## src/logic/wsc_pkg.sv

```systemverilog
// Constants for the watchdog, reset and sleep control block.
// Assumes a single 50 MHz pclk; the slow oscillator is an enable pulse.
package wsc_pkg;

    // ==========================================================
    // Register indices (byte address is four times the index)
    localparam logic [5:0] CLK_MODE_IDX  = 6'h03;
    localparam logic [5:0] MISC_CTRL_IDX = 6'h08;
    localparam logic [5:0] STATUS_IDX    = 6'h09;

    // ==========================================================
    // Clock mode register fields
    localparam int CM_PIN_FN_B  = 0;
    localparam int CM_WDT_EN_B  = 1;
    localparam int CM_SLOW_EN_B = 2;
    localparam int CM_TYPE_B    = 3;
    localparam int CM_FAST_EN_B = 4;
    localparam int CM_SEL_LSB   = 5;
    localparam logic [7:0] CLK_MODE_RST = 8'hf6;
    localparam logic [1:0] WDT_SEL_RST  = 2'h0;

    // ==========================================================
    // Status register fields and codes
    localparam int ST_MODE_LSB  = 0;
    localparam int ST_CAUSE_LSB = 2;
    localparam logic [2:0] CAUSE_POR = 3'h1;
    localparam logic [2:0] CAUSE_WDT = 3'h2;
    localparam logic [2:0] CAUSE_EXT = 3'h4;
    localparam logic [1:0] MODE_CODE_RUN   = 2'h0;
    localparam logic [1:0] MODE_CODE_LIGHT = 2'h1;
    localparam logic [1:0] MODE_CODE_DEEP  = 2'h2;

    // ==========================================================
    // Timing, in slow-oscillator periods and pclk cycles
    localparam int WDT_CW      = 19;
    localparam int WDT_P0      = 8192;
    localparam int WDT_P1      = 16384;
    localparam int WDT_P2      = 65536;
    localparam int WDT_P3      = 262144;
    localparam int SLOW_DIV_DEF = 16;
    localparam logic [7:0] RST_HOLD_CYC = 8'h10;

    typedef enum logic [1:0] {WSC_RUN, WSC_LIGHT, WSC_DEEP} wsc_mode_e;

endpackage : wsc_pkg

```

## src/logic/wsc_wdt_if.sv

```systemverilog
// Link between the control top and the watchdog counter.
// Assumes both ends sit on the same pclk.
`timescale 1ns/1ns
interface wsc_wdt_if #(parameter int CW = 19);
    logic          tick;
    logic          clear;
    logic          enable;
    logic [1:0]    sel;
    logic          timeout;
    logic [CW-1:0] count;

    modport ctl (output tick, clear, enable, sel, input timeout, count);
    modport wdt (input tick, clear, enable, sel, output timeout, count);
endinterface : wsc_wdt_if

```

## src/logic/wsc_wdt.sv

```systemverilog
// Watchdog counter advanced by slow-oscillator enable pulses.
// Assumes the tick is already gated off while that oscillator is stopped.
`timescale 1ns/1ns
module wsc_wdt
    import wsc_pkg::*;
#(
    parameter int CW = WDT_CW,
    parameter int P0 = WDT_P0,
    parameter int P1 = WDT_P1,
    parameter int P2 = WDT_P2,
    parameter int P3 = WDT_P3
)(
    // Clock and reset
    input wire logic pclk,
    input wire logic presetn,
    // Control link
    wsc_wdt_if.wdt   wif
);
    logic [CW-1:0] count_r;
    logic [CW-1:0] limit;
    logic          timeout_r;

    // ==========================================================
    // Timeout selection
    always_comb
    begin
        unique case (wif.sel)
            2'h0: limit = CW'(P0);
            2'h1: limit = CW'(P1);
            2'h2: limit = CW'(P2);
            2'h3: limit = CW'(P3);
        endcase
    end

    // ==========================================================
    // Counter
    always_ff @(posedge pclk or negedge presetn)
    begin
        if (!presetn)
        begin
            count_r   <= '0;
            timeout_r <= 1'b0;
        end
        else if (wif.clear)
        begin
            count_r   <= '0;
            timeout_r <= 1'b0;
        end
        else if (wif.enable && wif.tick)
        begin
            if (count_r + CW'(1) >= limit)
            begin
                count_r   <= '0;
                timeout_r <= 1'b1;
            end
            else
            begin
                count_r   <= count_r + CW'(1);
                timeout_r <= 1'b0;
            end
        end
        else
            timeout_r <= 1'b0;
    end

    assign wif.count   = count_r;
    assign wif.timeout = timeout_r;
endmodule : wsc_wdt

```

## src/logic/wsc_top.sv

```systemverilog
// Watchdog, reset generation and sleep-mode control with an APB slave.
// Assumes core strobes, pins and wake sources are synchronous to pclk.
`timescale 1ns/1ns

module wsc_top
    import wsc_pkg::*;
#(
    parameter int NP       = 16,
    parameter int NT       = 6,
    parameter int SLOW_DIV = SLOW_DIV_DEF,
    parameter int WDT_T0   = WDT_P0,
    parameter int WDT_T1   = WDT_P1,
    parameter int WDT_T2   = WDT_P2,
    parameter int WDT_T3   = WDT_P3
)(
    // Clock and reset
    input  wire logic          pclk,
    input  wire logic          presetn,
    // APB slave
    input  wire logic          psel,
    input  wire logic          penable,
    input  wire logic          pwrite,
    input  wire logic [7:0]    paddr,
    input  wire logic [31:0]   pwdata,
    output logic      [31:0]   prdata,
    output logic               pready,
    output logic               pslverr,
    // Core instruction strobes
    input  wire logic          clr_watchdog_instr,
    input  wire logic          light_sleep_instr,
    input  wire logic          deep_sleep_instr,
    // Shared reset pin
    input  wire logic          ext_reset_n_pin,
    // Wake sources
    input  wire logic [NP-1:0] pin_in,
    input  wire logic [NP-1:0] pin_direction_ctrl,
    input  wire logic [NP-1:0] pin_digital_input_enable,
    input  wire logic [NT-1:0] timer_match,
    input  wire logic [NT-1:0] timer_on_sysclk,
    input  wire logic [NT-1:0] timer_osc_on,
    input  wire logic          comparator_ctrl_wake,
    input  wire logic          comparator_select_wake,
    input  wire logic          comparator_event,
    // Reset and power controls
    output logic               core_reset,
    output logic               sram_clear,
    output logic               sys_clk_en,
    output logic               prog_mem_on,
    output logic               fast_osc_en,
    output logic               slow_osc_en,
    output logic [2:0]         sys_clk_sel,
    output logic               clock_type,
    output logic               ext_reset_mode,
    output logic [NT-1:0]      timer_run,
    output logic               resume_pulse
);
    // ==========================================================
    // Declarations
    logic [7:0]    clk_mode_r;
    logic [1:0]    wdt_sel_r;
    logic [2:0]    cause_r;
    logic [7:0]    rst_cnt_r;
    logic [7:0]    rst_cnt_nxt;
    logic          core_reset_r;
    logic          sram_clear_r;
    logic [31:0]   prdata_r;
    logic          pready_r;
    logic          pslverr_r;
    logic [NP-1:0] pin_q_r;
    logic [NP-1:0] toggle;
    logic [15:0]   slow_cnt_r;
    logic          slow_tick_r;
    wsc_mode_e     mode_r;
    wsc_mode_e     mode_nxt;
    logic          sys_clk_en_r;
    logic          prog_mem_on_r;
    logic          fast_osc_en_r;
    logic          slow_osc_en_r;
    logic [NT-1:0] timer_run_r;
    logic          resume_r;
    logic          ext_low;
    logic          rst_evt;
    logic          light_wake;
    logic          deep_wake;
    logic          hit_cm;
    logic          hit_misc;
    logic          hit_stat;
    logic          addr_ok;
    logic          wr_en;
    logic [1:0]    mode_code;

    wsc_wdt_if #(.CW(WDT_CW)) wif ();

    // ==========================================================
    // Watchdog
    assign wif.tick   = slow_tick_r;
    // Held clear through the reset hold, or a short timeout re-fires
    assign wif.clear  = clr_watchdog_instr | rst_evt | core_reset_r;
    assign wif.enable = clk_mode_r[CM_WDT_EN_B];
    assign wif.sel    = wdt_sel_r;

    wsc_wdt #(
        .CW (WDT_CW),
        .P0 (WDT_T0),
        .P1 (WDT_T1),
        .P2 (WDT_T2),
        .P3 (WDT_T3)
    ) u_wdt (
        .pclk    (pclk),
        .presetn (presetn),
        .wif     (wif)
    );

    // ==========================================================
    // Slow oscillator stand-in: enable pulse while it runs
    always_ff @(posedge pclk or negedge presetn)
    begin
        if (!presetn)
        begin
            slow_cnt_r  <= 16'h0000;
            slow_tick_r <= 1'b0;
        end
        else if (!slow_osc_en_r)
        begin
            slow_cnt_r  <= 16'h0000;
            slow_tick_r <= 1'b0;
        end
        else if (slow_cnt_r == 16'(SLOW_DIV - 1))
        begin
            slow_cnt_r  <= 16'h0000;
            slow_tick_r <= 1'b1;
        end
        else
        begin
            slow_cnt_r  <= slow_cnt_r + 16'h0001;
            slow_tick_r <= 1'b0;
        end
    end

    // ==========================================================
    // Reset generation
    // Pin is only a reset source once software has made it one.
    assign ext_low = clk_mode_r[CM_PIN_FN_B] & ~ext_reset_n_pin;
    assign rst_evt = ext_low | wif.timeout;

    always_comb
    begin
        if (rst_evt)
            rst_cnt_nxt = RST_HOLD_CYC;
        else if (rst_cnt_r != 8'h00)
            rst_cnt_nxt = rst_cnt_r - 8'h01;
        else
            rst_cnt_nxt = 8'h00;
    end

    always_ff @(posedge pclk or negedge presetn)
    begin
        if (!presetn)
        begin
            rst_cnt_r    <= RST_HOLD_CYC;
            core_reset_r <= 1'b1;
            sram_clear_r <= 1'b1;
        end
        else
        begin
            rst_cnt_r    <= rst_cnt_nxt;
            core_reset_r <= (rst_cnt_nxt != 8'h00);
            // Only power-on wipes memory; later resets never do
            sram_clear_r <= 1'b0;
        end
    end

    always_ff @(posedge pclk or negedge presetn)
    begin
        if (!presetn)
            cause_r <= CAUSE_POR;
        else if (wif.timeout)
            cause_r <= CAUSE_WDT;
        else if (ext_low)
            cause_r <= CAUSE_EXT;
    end

    // ==========================================================
    // Registers
    always_ff @(posedge pclk or negedge presetn)
    begin
        if (!presetn)
        begin
            clk_mode_r <= CLK_MODE_RST;
            wdt_sel_r  <= WDT_SEL_RST;
        end
        else if (rst_evt)
        begin
            // Pin function survives so a held pin keeps reset asserted
            clk_mode_r <= {CLK_MODE_RST[7:1], clk_mode_r[CM_PIN_FN_B]};
            wdt_sel_r  <= WDT_SEL_RST;
        end
        else if (wr_en && hit_cm)
            clk_mode_r <= pwdata[7:0];
        else if (wr_en && hit_misc)
            wdt_sel_r  <= pwdata[1:0];
    end

    // ==========================================================
    // APB slave, zero wait states, data latched in setup
    assign addr_ok  = (paddr[1:0] == 2'h0);
    assign hit_cm   = addr_ok && (paddr[7:2] == CLK_MODE_IDX);
    assign hit_misc = addr_ok && (paddr[7:2] == MISC_CTRL_IDX);
    assign hit_stat = addr_ok && (paddr[7:2] == STATUS_IDX);
    assign wr_en    = psel && penable && pwrite && pready_r;

    always_comb
    begin
        unique case (mode_r)
            WSC_RUN:   mode_code = MODE_CODE_RUN;
            WSC_LIGHT: mode_code = MODE_CODE_LIGHT;
            WSC_DEEP:  mode_code = MODE_CODE_DEEP;
        endcase
    end

    always_ff @(posedge pclk or negedge presetn)
    begin
        if (!presetn)
        begin
            prdata_r  <= 32'h0000_0000;
            pready_r  <= 1'b0;
            pslverr_r <= 1'b0;
        end
        else
        begin
            pready_r <= 1'b1;
            if (psel && !penable)
            begin
                pslverr_r <= !(hit_cm || hit_misc || hit_stat);
                prdata_r  <= 32'h0000_0000;
                // Timeout field is write-only and reads back as zero
                if (!pwrite && hit_cm)
                    prdata_r[7:0] <= clk_mode_r;
                else if (!pwrite && hit_stat)
                begin
                    prdata_r[ST_MODE_LSB +: 2]  <= mode_code;
                    prdata_r[ST_CAUSE_LSB +: 3] <= cause_r;
                end
            end
            else if (!psel)
                pslverr_r <= 1'b0;
        end
    end

    // ==========================================================
    // Wake detection
    always_ff @(posedge pclk or negedge presetn)
    begin
        if (!presetn)
            pin_q_r <= '0;
        else
            pin_q_r <= pin_in;
    end

    assign toggle = pin_in ^ pin_q_r;
    assign light_wake =
        |(toggle & pin_direction_ctrl & pin_digital_input_enable)
        | |(timer_match & ~timer_on_sysclk)
        | (comparator_ctrl_wake & comparator_select_wake
           & comparator_event);
    assign deep_wake = |(toggle & pin_digital_input_enable);

    // ==========================================================
    // Sleep mode machine
    always_comb
    begin
        mode_nxt = mode_r;
        if (rst_evt || core_reset_r)
            mode_nxt = WSC_RUN;
        else
        begin
            unique case (mode_r)
                WSC_RUN:
                begin
                    if (deep_sleep_instr)
                        mode_nxt = WSC_DEEP;
                    else if (light_sleep_instr)
                        mode_nxt = WSC_LIGHT;
                end
                WSC_LIGHT:
                    if (light_wake)
                        mode_nxt = WSC_RUN;
                WSC_DEEP:
                    if (deep_wake)
                        mode_nxt = WSC_RUN;
            endcase
        end
    end

    always_ff @(posedge pclk or negedge presetn)
    begin
        if (!presetn)
            mode_r <= WSC_RUN;
        else
            mode_r <= mode_nxt;
    end

    // Resume strobe: core continues after the sleep instruction
    always_ff @(posedge pclk or negedge presetn)
    begin
        if (!presetn)
            resume_r <= 1'b0;
        else
            resume_r <= (mode_r != WSC_RUN) && (mode_nxt == WSC_RUN)
                        && !rst_evt;
    end

    // ==========================================================
    // Clock and power outputs
    always_ff @(posedge pclk or negedge presetn)
    begin
        if (!presetn)
        begin
            sys_clk_en_r  <= 1'b1;
            prog_mem_on_r <= 1'b1;
            fast_osc_en_r <= CLK_MODE_RST[CM_FAST_EN_B];
            slow_osc_en_r <= CLK_MODE_RST[CM_SLOW_EN_B];
        end
        else
        begin
            sys_clk_en_r  <= (mode_nxt == WSC_RUN);
            prog_mem_on_r <= (mode_nxt == WSC_RUN);
            fast_osc_en_r <= (mode_nxt != WSC_DEEP)
                             && clk_mode_r[CM_FAST_EN_B];
            // Forced on in light sleep so the core can wake on it
            slow_osc_en_r <= (mode_nxt == WSC_LIGHT)
                             || ((mode_nxt == WSC_RUN)
                                 && clk_mode_r[CM_SLOW_EN_B]);
        end
    end

    for (genvar i = 0; i < NT; i++)
    begin : g_timer
        always_ff @(posedge pclk or negedge presetn)
        begin
            if (!presetn)
                timer_run_r[i] <= 1'b1;
            else
                timer_run_r[i] <= (mode_nxt == WSC_RUN)
                    || ((mode_nxt == WSC_LIGHT) && !timer_on_sysclk[i]
                        && timer_osc_on[i]);
        end
    end

    assign prdata         = prdata_r;
    assign pready         = pready_r;
    assign pslverr        = pslverr_r;
    assign core_reset     = core_reset_r;
    assign sram_clear     = sram_clear_r;
    assign sys_clk_en     = sys_clk_en_r;
    assign prog_mem_on    = prog_mem_on_r;
    assign fast_osc_en    = fast_osc_en_r;
    assign slow_osc_en    = slow_osc_en_r;
    assign sys_clk_sel    = clk_mode_r[CM_SEL_LSB +: 3];
    assign clock_type     = clk_mode_r[CM_TYPE_B];
    assign ext_reset_mode = clk_mode_r[CM_PIN_FN_B];
    assign timer_run      = timer_run_r;
    assign resume_pulse   = resume_r;
endmodule : wsc_top

```

## config.mk

```make
export PLATFORM = sky130hd
export DESIGN_NAME = wsc_top
export DESIGN_NICKNAME = d
export VERILOG_FILES = /design/src/logic/wsc_pkg.sv /design/src/logic/wsc_wdt_if.sv /design/src/logic/wsc_wdt.sv /design/src/logic/wsc_top.sv
export SDC_FILE = /design/constraint.sdc
export NUM_CORES = 1
export LEC_CHECK = 0
export BUFFER_PORTS_ARGS = -buffer_cell sky130_fd_sc_hd__buf_2
export CORE_MARGIN = 2
export CORE_UTILIZATION = 40
export DETAILED_ROUTE_END_ITERATION = 8
export PLACE_DENSITY = 0.75
export REMOVE_ABC_BUFFERS = 1
export SYNTH_ARGS = -nofsm -noshare
export SYNTH_HDL_FRONTEND = slang
export SYNTH_HIERARCHICAL = 1
export SYNTH_SLANG_ARGS = --single-unit
```

## constraint.sdc

```tcl
create_clock -name pclk -period 6.1 [get_ports pclk]
set_input_delay 1.22 -clock pclk [delete_from_list [all_inputs] [get_ports pclk]]
set_output_delay 1.22 -clock pclk [all_outputs]
set_load 0.005 [all_outputs]
```

==> impl_results.md <==
- Status: finished clean
- Final net count: approximately 800
- Largest stage delay, worst path: 0.46 ns
- Met3 Use GR: ~2.7%
- Clock root cell: clkbuf_16
- Synth Instances: roughly 530
- Final Non-Filler Cells: 831
- Final HPWL DP: slightly below 9000 um
- Worst Hold Launch: slow_cnt_r[0]
- Largest net degree at the start of global routing: 61
- Max-Cap Viols: 0
- Routed Antenna Nets: 0
- Io pins: 170
- Combinational power share: 12.7%
- Shortest period the worst path allows: ~4.2 ns
- Routability congestion estimate: 0.8284
- Final Core Density: 47.49%
- Initial antenna violation count: 0
- Crit path required time: 6.36 ns
- Clk pwr share: 36.6%
- Most frequent cells in the layout: buf_2, dfrtp_1, nand2_1
- Post-CTS Setup Repair Bufs: 0
- Clock latency on the worst-skew pair: 0.35 ns
- Ys flop type: dfrtp_1
- Placed inst area: 5962 um2
- WHS: 0.4663 ns
- Period utilization: 68.91%
- Synth-to-layout area growth: 17.26%
- CTS tree: yes
- Sw power: 368.8 uW
- Setup TNS: 0 ns
- First-pass GRT wire length: 19500 um
- Hold worst-path end: slow_cnt_r[0]
- Slew Limit Headroom: 22.83%
- Setup violators final: 0
- Crit Path Class: reg -> reg
- Htree depth: 3
- Fin. Hold Viols: 0
- Hold Path Depth: 1
- Synth unique cells: 72
- Vias/cell: 5.012
- Actual slew at the worst max-slew pin: between 1 and 1.5 ns
- Reg2Reg Setup Slack: 1.90 ns
- Cell Area, Synth: 5320 um2
- Initial Utilization: 40.50%
- Clk slew on worst S/H paths: roughly 0.07 ns
- Die area: between 10000 and 15000 um2
- Largest cells by area after synthesis: dfrtp_1, dfstp_2, xor2_1
- Pins over their slew limit: 0
- RSZ-0062 raised after global routing: no
- Clk buf depth: 2
- Sequential cell area: 2476 um2
- Vias: 4165
- DRC: 0
- Skew final: 0.006919 ns
- CTS sink count: 98
- DIE WIDTH: 119.3 um
- Asr flop ratio synth: 100.0%
- Yosys warnings: 6
- Slowest cell on crit path: dfrtp_1
- HP Class: reg -> reg
- Synthesis-stage register bit count: 98
- Flop pwr share: 50.7%
- Worst EP arrival: 4.46 ns
- Met1 track utilization from global routing: between 20% and 30%
- CP bufs+invs: 1
- Chip Height: 119.3 um
- Post-Route WL: 11580 um
- Leak: 0.002934 uW
- Final instance area: 6238 um2
- PD cells: 232.9 nW/um2
- DR iter-0 viols: 177
- Diodes inserted: 0
- Cell internal pwr: around 1100 uW
- Total CTS buffers: 9
- Register area share after synthesis: 46.54%
- Reg2Reg Capture Point: u_wdt/wif.count[6]
- Highest clock rate: between 0.2 and 0.25 GHz
- VDD IR-drop max: 0.0001640 V
- Resized cells post-CTS: 0
- Std-Cell Rows: 42
- Grt met2 use: 28.92%
- Syn_area_per_cell: 10.02 um2
- R2R cell count: 14
- Vias in the first global route: 4110
- Multi-input gate area: 2549 um2
- Worst-path cell chain: nand4_2 > nor3_1 > and4_2 > nand3_1 > xnor2_1 > ha_1 > o41ai_1 > a31oi_1 > mux2i_1 > o311ai_4 > a211oi_2 > buf_4 > a21oi_1 > o21ai_1
- Reg2reg start: u_wdt/wif.count[4]
- Most Crowded Layer GR: met2
- Routed len/inst: 13.94 um
- Startpoint Class: flip-flop
- CP max FO: 17
- Switching share of power: 25.38%
- Placed insts: 815
- Post-synth EDFFs: 0
- Share of layout cells above drive strength 1: 28.09%
- Global-route usage over all layers: 16.89%
- GRT Residual Overflow: 0
- Area share of the largest cell type after synthesis: 37.16%
- Most common cell after layout, fill and taps aside: buf_2
- Crit path max-delay family: compound AO/OA/AOI/OAI gates
- Crit end category: flip-flop
- Fillers: about 1300
- Area leader, netlist: dfrtp_1
- Drt pass-1 iters: 4
- Core box area: 13140 um2
- PortBufs: around 120
- Hold buffer count at CTS: 0
-- layout make-up --
cell class / instances / area share, %
Inverter: 25 / 1.504
Sequential cell: 98 / 39.69
Clock buffer: 14 / 4.232
Timing Repair Buffer: 123 / 9.988
Clock inverter: 2 / 0.2006
Multi-Input combinational cell: 393 / 40.85
Tap cell: 176 / 3.530
-- power by group through the flow --
stage / Clock (uW) / Sequential (uW) / Combinational, uW
floorplan: 0 / 741 / 106
global placement: 0 / 747 / 182
detailed placement: 0 / 749 / 185
CTS: 540 / 738 / 187
global route: 565 / 743 / 214
finish: 532 / 737 / 184
-- per-layer routing --
metal / wire length (um) / up-vias
met3: 539 / 17
met5: 0 / -
met2: 5771 / 107
met1: 5077 / 1988
li1: - / 2053
met4: 192 / 0
-- flip-flops by register name, summed over array words and instances (netlist names) --
signal and count:
timer_run 6, prog_mem_on 1, pin_q_r 16, cause_r 3
u_wdt/wif.count 19, pslverr 1, u_wdt/wif.timeout 1, rst_cnt_r 8
slow_cnt_r 16, sram_clear 1, slow_osc_en 1, core_reset 1
wdt_sel_r 2, pready 1, mode_r 2, slow_tick_r 1
fast_osc_en 1, resume_pulse 1, prdata 8, clk_mode_r 8
-- synthesized netlist by cell type (2+ instances only) --
cell and count:
or3_1 7, o2111ai_1 2, nand3_1 28, a211o_2 2
a21o_1 2, o21ai_0 11, nand3b_1 5, buf_4 30
a31oi_1 9, a211oi_1 2, ha_1 12, nand2b_1 6
nor2_1 43, nor2b_1 3, xor2_1 27, nor3_1 10
buf_2 3, nor3_4 2, buf_6 3, nand4_1 9
xnor2_1 15, nand2_1 55, a222oi_1 2, inv_1 24
dfrtp_1 79, clkbuf_1 2, conb_1 2, o21ai_1 15
a22o_1 4, dfstp_2 19, a21oi_1 18, nor4_1 6
and2_1 2, a22oi_1 12, and3_1 12, mux2i_1 12
-- worst max-delay path by stage --
| stage | from | endpoint | slack [ns] | cells past startpoint |
|---|---|---|---|---|
| after floorplan | u_wdt/wif.count[4] | u_wdt/wif.count[4] | 2.39 | 13 |
| after global placement | u_wdt/wif.count[4] | u_wdt/wif.count[12] | 2.17 | 14 |
| after detailed placement | u_wdt/wif.count[4] | u_wdt/wif.count[6] | 2.04 | 14 |
| after CTS | u_wdt/wif.count[4] | u_wdt/wif.count[6] | 1.92 | 14 |
| after global routing | u_wdt/wif.count[4] | u_wdt/wif.count[6] | 1.54 | 14 |
| final | u_wdt/wif.count[4] | u_wdt/wif.count[6] | 1.90 | 14 |
-- kinds of logic (layout without fill, tap and decap cells) --
logic type               count (synthesis)  count (layout)  synth area share (%)
multiplexers                            13              13                 2.540
XOR/XNOR                                42              42                 6.915
buffers and inverters                   64             164                 7.244
flip-flops                              98              98                 46.54
AO/OA/AOI/OAI                           92              92                 12.04
adder cells (fa/ha/maj)                 12              12                 2.822
AND/OR/NAND/NOR                        208             208                 21.75
other                                    2              26                0.1412
-- stage by stage --
stage | worst slack (ns) | total power [uW]
6_report | 1.897 | 1453
5_1_grt | 1.538 | 1523
4_1_cts | 1.921 | 1464
3_5_place_dp | 2.038 | 933.7
3_3_place_gp | 2.173 | 929.3
2_1_floorplan | 2.387 | 847.6
Power figures use the tool's default switching activity.
